**src/rtl/bisec_pkg.sv**
```systemverilog
// Package: register map, fields, modes and carriers of the ISA/error block
package bisec_pkg;

    // Byte addresses of the registers
    localparam logic [7:0] BISEC_OFS_BRIDGE_CTRL = 8'h3c;
    localparam logic [7:0] BISEC_OFS_CAP_ID      = 8'h40;
    localparam logic [7:0] BISEC_OFS_EVT_STATUS  = 8'h80;
    localparam logic [7:0] BISEC_OFS_EVT_MASK    = 8'h84;
    localparam logic [7:0] BISEC_OFS_STATE       = 8'h88;

    // Bridge control field positions
    localparam int BISEC_BC_ERR_RESP = 0;
    localparam int BISEC_BC_SERR_FWD = 1;
    localparam int BISEC_BC_ISA_BLK  = 2;
    localparam logic [2:0] BISEC_BC_RESET    = 3'h0;
    localparam logic [7:0] BISEC_CAP_ID_VAL  = 8'h08;

    // Event status field positions, same layout in the mask
    localparam int BISEC_EV_SEC_SERR      = 0;
    localparam int BISEC_EV_SEC_PAR_DET   = 1;
    localparam int BISEC_EV_SEC_SIG_TABT  = 2;
    localparam int BISEC_EV_SEC_MDATA_ERR = 3;
    localparam int BISEC_EV_PRI_SERR_SIG  = 4;
    localparam int BISEC_EV_SYNC_FLOOD    = 5;
    localparam int BISEC_EV_W             = 6;
    localparam logic [5:0] BISEC_EV_RESET   = 6'h00;
    localparam logic [5:0] BISEC_MASK_RESET = 6'h00;

    // ISA alias decode
    localparam int BISEC_ALIAS_LO     = 8;   // Bits 9:8 nonzero: upper 768
    localparam int BISEC_ALIAS_HI     = 9;
    localparam int BISEC_IO64K_BIT    = 16;  // Bits above 15 zero: below 64K

    // Operating mode of the bridge, static
    typedef enum logic [1:0] {
        BISEC_LEGACY_SINGLE_LINK_MODE,
        BISEC_LEGACY_DUAL_LINK_MODE,
        BISEC_FLOOD_SINGLE_LINK_MODE,
        BISEC_FLOOD_DUAL_LINK_MODE
    } bisec_mode_t;

    // I/O access offered for a forwarding decision
    typedef struct packed {
        logic        valid;
        logic [31:0] addr;
    } bisec_io_req_t;

    // Forwarding decision
    typedef struct packed {
        logic valid;
        logic forward;
    } bisec_io_dec_t;

    // Secondary bus error events, one-cycle pulses
    typedef struct packed {
        logic serr;            // SERR# seen asserted
        logic addr_perr;       // Address parity error
        logic addr_perr_tabt;  // Claimed and ended with target abort
        logic data_perr_mst;   // Data parity error as master
        logic data_perr_tgt;   // Data parity error as target
    } bisec_sec_err_t;

    // Avalon-MM slave request
    typedef struct packed {
        logic        read;
        logic        write;
        logic [7:0]  address;
        logic [3:0]  byteenable;
        logic [31:0] writedata;
    } bisec_avs_req_t;

endpackage : bisec_pkg

```
**src/rtl/bisec_top.sv**
```systemverilog
// Top: ISA alias blocking, error forwarding and capability identifier
//
// Functional notes
// ISA blocking stops downstream upper-768-byte I/O
// ISA blocking forwards upstream upper-768-byte I/O
// Blocking off: forward whole I/O window
// Control bits reset and warm-reset to zero
// Software avoids ISA blocking with mapping extensions
// Legacy: secondary SERR drives error pin
// Flood: secondary SERR floods both links
// Legacy: error response gates parity reporting
// Flood: master data error needs error response
// Flood: address parity error floods links
// Address parity error sets two status flags
// Target-aborted parity cycle sets abort flag
// Master data parity sets master data error
// Target data parity sets parity detected
// Data parity error marks outgoing packet
// Capability identifier reads constant at 40h
// Static mode selects legacy or flood
`timescale 1ns/100ps

module bisec_top
    import bisec_pkg::*;
(
    input  wire logic           i_core_clk,
    input  wire logic           i_arst_n,
    input  wire logic           i_warm_rst,
    input  wire bisec_mode_t    i_mode,
    input  wire logic           i_primary_serr_enable,
    input  wire logic [31:0]    i_io_base,
    input  wire logic [31:0]    i_io_limit,
    input  wire bisec_io_req_t  i_p2s_io,
    input  wire bisec_io_req_t  i_s2p_io,
    input  wire bisec_sec_err_t i_sec_err,
    input  wire bisec_avs_req_t i_avs,
    output logic                o_avs_waitrequest,
    output logic [31:0]         o_avs_readdata,
    output bisec_io_dec_t       o_p2s_dec,
    output bisec_io_dec_t       o_s2p_dec,
    output logic                o_fatal_error_pin_n,
    output logic                o_nonfatal_error_pin_n,
    output logic                o_primary_parity_error_pin_n,
    output logic                o_sync_flood,
    output logic                o_pkt_data_error,
    output logic                o_irq
);

    // State of the block, apart from the two reset release flops
    typedef struct packed {
        logic          waitreq;
        logic [31:0]   rdata;
        logic [2:0]    bctrl;
        logic [5:0]    evt;
        logic [5:0]    mask;
        bisec_io_dec_t p2s;
        bisec_io_dec_t s2p;
        logic          fatal_n;
        logic          nonfatal_n;
        logic          perr_n;
        logic          flood;
        logic          pkt_derr;
        logic          irq;
    } bisec_state_t;

    localparam bisec_state_t BISEC_ST_RESET = '{
        waitreq:    1'b1,
        rdata:      32'h0000_0000,
        bctrl:      BISEC_BC_RESET,
        evt:        BISEC_EV_RESET,
        mask:       BISEC_MASK_RESET,
        p2s:        2'h0,
        s2p:        2'h0,
        fatal_n:    1'b1,
        nonfatal_n: 1'b1,
        perr_n:     1'b1,
        flood:      1'b0,
        pkt_derr:   1'b0,
        irq:        1'b0
    };

    // Address inside the I/O base/limit window
    function automatic logic in_window(input logic [31:0] a,
                                       input logic [31:0] base,
                                       input logic [31:0] lim);
        in_window = (a >= base) && (a <= lim);
    endfunction : in_window

    // Upper 768 bytes of a 1K block within the first 64K
    function automatic logic isa_alias(input logic [31:0] a);
        isa_alias = (a[BISEC_ALIAS_HI:BISEC_ALIAS_LO] != 2'h0) &&
                    (a[31:BISEC_IO64K_BIT] == 16'h0000);
    endfunction : isa_alias

    // Expand byte enables to a bit mask
    function automatic logic [31:0] be_mask(input logic [3:0] be);
        be_mask = {{8{be[3]}}, {8{be[2]}}, {8{be[1]}}, {8{be[0]}}};
    endfunction : be_mask

    logic         rst_meta_n;
    logic         rst_n;
    bisec_state_t st;
    bisec_state_t next_st;

    logic        flood_mode;
    logic        err_resp;
    logic        serr_fwd;
    logic        isa_blk;
    logic [31:0] wmask;
    logic [5:0]  set_ev;
    logic [5:0]  clr_ev;
    logic        accept;
    logic        do_flood;
    logic        legacy_serr;
    logic        legacy_par;
    logic        data_perr;

    // Reset release through two flops
    always_ff @(posedge i_core_clk or negedge i_arst_n)
    begin
        if (!i_arst_n)
        begin
            rst_meta_n <= 1'b0;
            rst_n      <= 1'b0;
        end
        else
        begin
            rst_meta_n <= 1'b1;
            rst_n      <= rst_meta_n;
        end
    end

    // Next state
    always_comb
    begin
        next_st    = st;
        flood_mode = (i_mode == BISEC_FLOOD_SINGLE_LINK_MODE) ||
                     (i_mode == BISEC_FLOOD_DUAL_LINK_MODE);
        err_resp   = st.bctrl[BISEC_BC_ERR_RESP];
        serr_fwd   = st.bctrl[BISEC_BC_SERR_FWD];
        isa_blk    = st.bctrl[BISEC_BC_ISA_BLK];
        wmask      = be_mask(i_avs.byteenable);
        accept     = !st.waitreq;
        data_perr  = i_sec_err.data_perr_mst || i_sec_err.data_perr_tgt;

        // Avalon handshake: one wait cycle, then answer for one cycle
        next_st.waitreq = 1'b1;
        if ((i_avs.read || i_avs.write) && st.waitreq)
        begin
            next_st.waitreq = 1'b0;
            next_st.rdata   = 32'h0000_0000;
            if (i_avs.read)
            begin
                case (i_avs.address)
                    BISEC_OFS_BRIDGE_CTRL:
                        next_st.rdata = {29'h0, st.bctrl};
                    BISEC_OFS_CAP_ID:
                        next_st.rdata = {24'h0, BISEC_CAP_ID_VAL};
                    BISEC_OFS_EVT_STATUS:
                        next_st.rdata = {26'h0, st.evt};
                    BISEC_OFS_EVT_MASK:
                        next_st.rdata = {26'h0, st.mask};
                    BISEC_OFS_STATE:
                        next_st.rdata = {27'h0, st.flood, flood_mode,
                                         st.fatal_n, st.nonfatal_n,
                                         i_primary_serr_enable};
                    default:
                        next_st.rdata = 32'h0000_0000;
                endcase
            end
        end

        // Write takes effect at the edge with waitrequest low
        clr_ev = 6'h00;
        if (accept && i_avs.write)
        begin
            case (i_avs.address)
                BISEC_OFS_BRIDGE_CTRL:
                    next_st.bctrl = (st.bctrl & ~wmask[2:0]) |
                                    (i_avs.writedata[2:0] & wmask[2:0]);
                BISEC_OFS_EVT_STATUS:
                    clr_ev = i_avs.writedata[5:0] & wmask[5:0];
                BISEC_OFS_EVT_MASK:
                    next_st.mask = (st.mask & ~wmask[5:0]) |
                                   (i_avs.writedata[5:0] & wmask[5:0]);
                default:
                    next_st.bctrl = st.bctrl;
            endcase
        end
        if (i_warm_rst)
        begin
            next_st.bctrl = BISEC_BC_RESET;
        end

        // I/O forwarding decisions, one cycle after the request
        next_st.p2s.valid   = i_p2s_io.valid;
        next_st.p2s.forward = i_p2s_io.valid &&
            in_window(i_p2s_io.addr, i_io_base, i_io_limit) &&
            !(isa_blk && isa_alias(i_p2s_io.addr));
        next_st.s2p.valid   = i_s2p_io.valid;
        next_st.s2p.forward = i_s2p_io.valid &&
            (!in_window(i_s2p_io.addr, i_io_base, i_io_limit) ||
             (isa_blk && isa_alias(i_s2p_io.addr)));

        // Secondary error events into status flags
        set_ev = 6'h00;
        set_ev[BISEC_EV_SEC_SERR]    = i_sec_err.serr;
        set_ev[BISEC_EV_SEC_PAR_DET] = i_sec_err.addr_perr ||
                                       i_sec_err.data_perr_tgt;
        set_ev[BISEC_EV_PRI_SERR_SIG] = i_sec_err.addr_perr;
        set_ev[BISEC_EV_SEC_SIG_TABT] = i_sec_err.addr_perr &&
                                        i_sec_err.addr_perr_tabt;
        set_ev[BISEC_EV_SEC_MDATA_ERR] = i_sec_err.data_perr_mst &&
                                         err_resp;

        // Flood conditions in the flood modes
        do_flood = flood_mode && i_primary_serr_enable &&
                   ((serr_fwd && i_sec_err.serr) ||
                    (err_resp && i_sec_err.addr_perr));
        set_ev[BISEC_EV_SYNC_FLOOD] = do_flood;
        if (do_flood)
        begin
            next_st.flood = 1'b1;
        end
        if (i_warm_rst)
        begin
            next_st.flood = 1'b0;
        end

        // Set wins over a clear in the same cycle
        next_st.evt = (st.evt & ~clr_ev) | set_ev;

        // Legacy sideband error pins
        legacy_serr = !flood_mode && serr_fwd && i_primary_serr_enable &&
                      st.evt[BISEC_EV_SEC_SERR];
        legacy_par  = !flood_mode && err_resp &&
                      (st.evt[BISEC_EV_SEC_PAR_DET] ||
                       st.evt[BISEC_EV_SEC_MDATA_ERR]);
        next_st.fatal_n    = !legacy_serr;
        next_st.nonfatal_n = !legacy_par;
        next_st.perr_n     = !(!flood_mode && err_resp && data_perr);

        // Data error bit on the outgoing packet
        next_st.pkt_derr = data_perr && err_resp;

        // Interrupt from unmasked sticky flags
        next_st.irq = |(next_st.evt & next_st.mask);
    end

    // State register
    always_ff @(posedge i_core_clk or negedge rst_n)
    begin
        if (!rst_n)
        begin
            st <= BISEC_ST_RESET;
        end
        else
        begin
            st <= next_st;
        end
    end

    // Outputs straight from the state
    assign o_avs_waitrequest            = st.waitreq;
    assign o_avs_readdata               = st.rdata;
    assign o_p2s_dec                    = st.p2s;
    assign o_s2p_dec                    = st.s2p;
    assign o_fatal_error_pin_n          = st.fatal_n;
    assign o_nonfatal_error_pin_n       = st.nonfatal_n;
    assign o_primary_parity_error_pin_n = st.perr_n;
    assign o_sync_flood                 = st.flood;
    assign o_pkt_data_error             = st.pkt_derr;
    assign o_irq                        = st.irq;

endmodule : bisec_top

```
**config.mk**
```make
export PLATFORM = sky130hd
export DESIGN_NAME = bisec_top
export DESIGN_NICKNAME = d
export VERILOG_FILES = /design/src/rtl/bisec_pkg.sv /design/src/rtl/bisec_top.sv
export SDC_FILE = /design/constraint.sdc
export NUM_CORES = 1
export LEC_CHECK = 0
export BUFFER_PORTS_ARGS = -buffer_cell sky130_fd_sc_hd__buf_2
export CAP_MARGIN = 0
export CORE_UTILIZATION = 30
export DETAILED_ROUTE_END_ITERATION = 8
export HOLD_SLACK_MARGIN = 0.05
export SYNTH_ARGS = -nofsm -noshare
export SYNTH_HDL_FRONTEND = slang
export SYNTH_SLANG_ARGS = --single-unit
```
**constraint.sdc**
```tcl
create_clock -name i_core_clk -period 1 [get_ports i_core_clk]
set_clock_uncertainty 0.05 [all_clocks]
set_input_delay 0.2 -clock i_core_clk [delete_from_list [all_inputs] [get_ports i_core_clk]]
set_output_delay 0.2 -clock i_core_clk [all_outputs]
set_load 0.02 [all_outputs]
```
==> flow_summary.toml <==
[logic_synthesis]
synthArstFlopShare_pct = 100
synth_top_area_share_pct = 33.4
syn_inst = 561
synth_edf_count = 0
synth-seq-cells = 34
syn-mean-instance-area_um2 = 8.56
yosysTopAreaCell = "ha_1"
synth_seq_area_share_pct = 17.8
ys.flop_type = "dfrtp_1"
yosysUniqueCellTypes = 51
synth_area_um2 = 4800
synth_warnings = 0
synth_area_leaders = "ha_1 (33%), dfrtp_1 (16%), buf_4 (5.6%)"

[drt]
initialDrtViolationCount = 186
postRouteWirelength_um = 16000
dr.pass1.iters = 5
drc = 0
via_count = 5148
wl_per_cell_um = 14.7
routed_via_density = 4.72
ant_nets = 0

[clock_network]
numClockSinks = 34
clk_latency_ns = 0.28
numCtsBuffers = 5
clock_path_buffers = 2
cts_max_level = 2
cts_root_buffer = "clkbuf_16"
tritoncts = "done"
clkSlewWorstSetupHoldPaths_ns = 0.06

[floorplanning]
row_count = 45
die_width_um = 129
fp.coreArea_um2 = 15400
ioPinCount = 230
die_h_um = 129
initial_core_util_pct = 31.1
dieArea_um2 = 16500

[global_route]
top_usage_layer = "met2"
met2_usage_pct = 34.8
antenna_found_initial = 0
grt_start_max_net_pins = 18
grt_pass1_wl_um = 25100
grt.total_usage_pct = 19.4
grt_pass1_vias = 5167
use_met3_pct = 1.91
globalRoute.totalOverflow = 0
grtUsageMet1_pct = 25.4

[place]
dpl.cell_count = 1065
io_buffers = 173
gp_congestion = 0.856
dp_hpwl_um = 13700
dpl_cell_area_um2 = 6890

[cells_and_area]
multiInputGateArea_um2 = 4010
drive_gt1_share_pct = 48.1
nets = 1192
seqCellArea_um2 = 858
fill_cells = 1497
stdcell_area_um2 = 7750
area.growth.synth_to_final_pct = 61.5
fin_cells = 1090

[sta]
min_period_over_period_pct = 179
whs_ns = 0.0920
slew_viol_final = 0
rsz0062_at_grt = "yes"
fin_tns_setup_ns = -13.98
fmax_mhz = 559
layout_min_cycle_time_ns = 1.79
layout_setup_ws_ns = -0.788
finalHoldViolations = 0
setup_viol = 42

[critical_path]
cp.required_ns = 1.11
cp_top_family = "simple AND/OR/NAND/NOR gates"
arrival_ns = 1.90
cp_slowest_cell = "or4b_4"
cp-end-kind = "register"
crit_buf_inv = 1
start_kind = "primary input"
cp_max_fo = 6
path_class = "primary input to register"
max_stage_delay_ns = 0.56
path_cells = "buf_6, or4b_4, and4bb_4, nand2_8, mux2_4, a22oi_2, nand3_1"

[pwr]
ir_drop_uv = 722
fin_total_pwr_mw = 5.93
leakage_nw = 4.06
power_density_nw_per_um2 = 765

[run]
drv_cap = 0

[min_path]
hold_class = "primary input to register"

[status]
violations = "negative setup slack"
status = "finished with violations"
==> state kept, by name, summed over array words and instances (netlist names), 2 cells and up <==
signal	cells
o_avs_readdata	6
st	12
o_p2s_dec	2
o_s2p_dec	2
==> where the power goes <==
| group | internal [mW] | switching [mW] |
|---|---|---|
| registers | 1.41 | 0.0164 |
| logic | 1.25 | 1.23 |
| clock network | 1.43 | 0.596 |
| total | 4.09 | 1.84 |
==> Yosys cell counts, drive strengths merged (3+ instances only) <==
cell	n
a211oi	7
nor4b	3
or4	3
a21o	16
a22o	9
nand4	26
dfstp	4
nor2	23
ha	128
o21ai	17
a21oi	46
a22oi	4
o211ai	5
inv	68
nand2b	5
nor3	5
nor4	10
nor2b	3
a222oi	4
nand2	45
buf	36
dfrtp	30
mux2	6
nand3	18
o21a	8
and4	5
==> cell usage in the layout (no fill, tap or decap), types with 5 or more instances in the layout <==
cell type,netlist,layout
buf_2,0,150
buf_4,36,137
ha_1,128,107
inv_1,68,52
a21oi_1,46,40
nand2_1,44,37
buf_6,0,30
dfrtp_1,30,28
conb_1,2,27
nand4_1,26,26
ha_4,0,21
nor2_1,23,20
nand3_1,18,17
a21o_1,16,16
inv_2,0,12
o21ai_0,13,11
a22o_1,9,9
o21a_1,8,8
mux2_4,6,6
nand2_2,0,6
a21oi_2,0,6
nor4_1,10,5
o211ai_1,5,5
a211oi_1,7,5
and4_1,5,5
clkbuf_16,0,5
==> final cells by class <==
type | count | area share [%]
Multi-Input combinational cell | 448 | 51.7
Timing Repair Buffer | 320 | 27.7
Sequential cell | 34 | 11.1
Inverter | 68 | 3.62
Tap cell | 211 | 3.41
Clock buffer | 5 | 1.61
Clock inverter | 3 | 0.888
Antenna cell | 1 | 0.0323
==> repair_timing <==
item                                   4_1_cts  5_1_grt
endpoints found under the hold margin        4        0
gates resized for setup                     88       29
setup buffers                               14        4
pin swaps                                   34       24
hold buffers                                 3        0
setup endpoints to repair                   43       42
==> worst paths after layout <==
kind | startpoint | endpoint | slack [ns] | depth (start not counted)
setup / recovery | i_avs[40] | o_irq$_DFF_PN0_ | -0.79 | 7
hold / removal | i_warm_rst | err_resp$_DFFE_PN0P_ | 0.09 | 2
setup reg to reg | o_avs_waitrequest$_DFF_PN1_ | o_irq$_DFF_PN0_ | -0.71 | 7
hold reg to reg | rst_n$_DFF_PN0_ | st[11]$_DFF_PN0_ | 0.17 | 1
max in group asynchronous | rst_n$_DFF_PN0_ | o_avs_waitrequest$_DFF_PN1_ | 0.48 | 1
min in group asynchronous | rst_n$_DFF_PN0_ | st[11]$_DFF_PN0_ | 0.17 | 1
==> routing by layer <==
layer,up-vias,share of wire (%),routed length [um]
li1,2654,-,-
met1,2330,45,7260
met2,152,49,7780
met3,12,4.9,786
met4,0,1.0,168
met5,-,0,0
==> per-stage QoR <==
| stage | utilization [%] | setup slack (ns) |
|---|---|---|
| global placement | 44.6 | -1.07 |
| CTS | 49.3 | -0.770 |
| detailed placement | 44.6 | -1.11 |
| global route | 50.2 | -0.829 |
| floorplan | - | -0.926 |
| finish | 50.3 | -0.788 |
==> cell families after synthesis <==
| logic type | after synthesis | share of synthesized area, % |
|---|---|---|
| AOI/OAI and AO/OA | 133 | 18.6 |
| adders and majority gates | 128 | 33.4 |
| buffers and inverters | 104 | 10.9 |
| DFF | 34 | 17.8 |
| muxes | 6 | 1.88 |
| other | 2 | 0.156 |
| and+or+nand+nor | 154 | 17.3 |
Power figures use the tool's default switching activity.
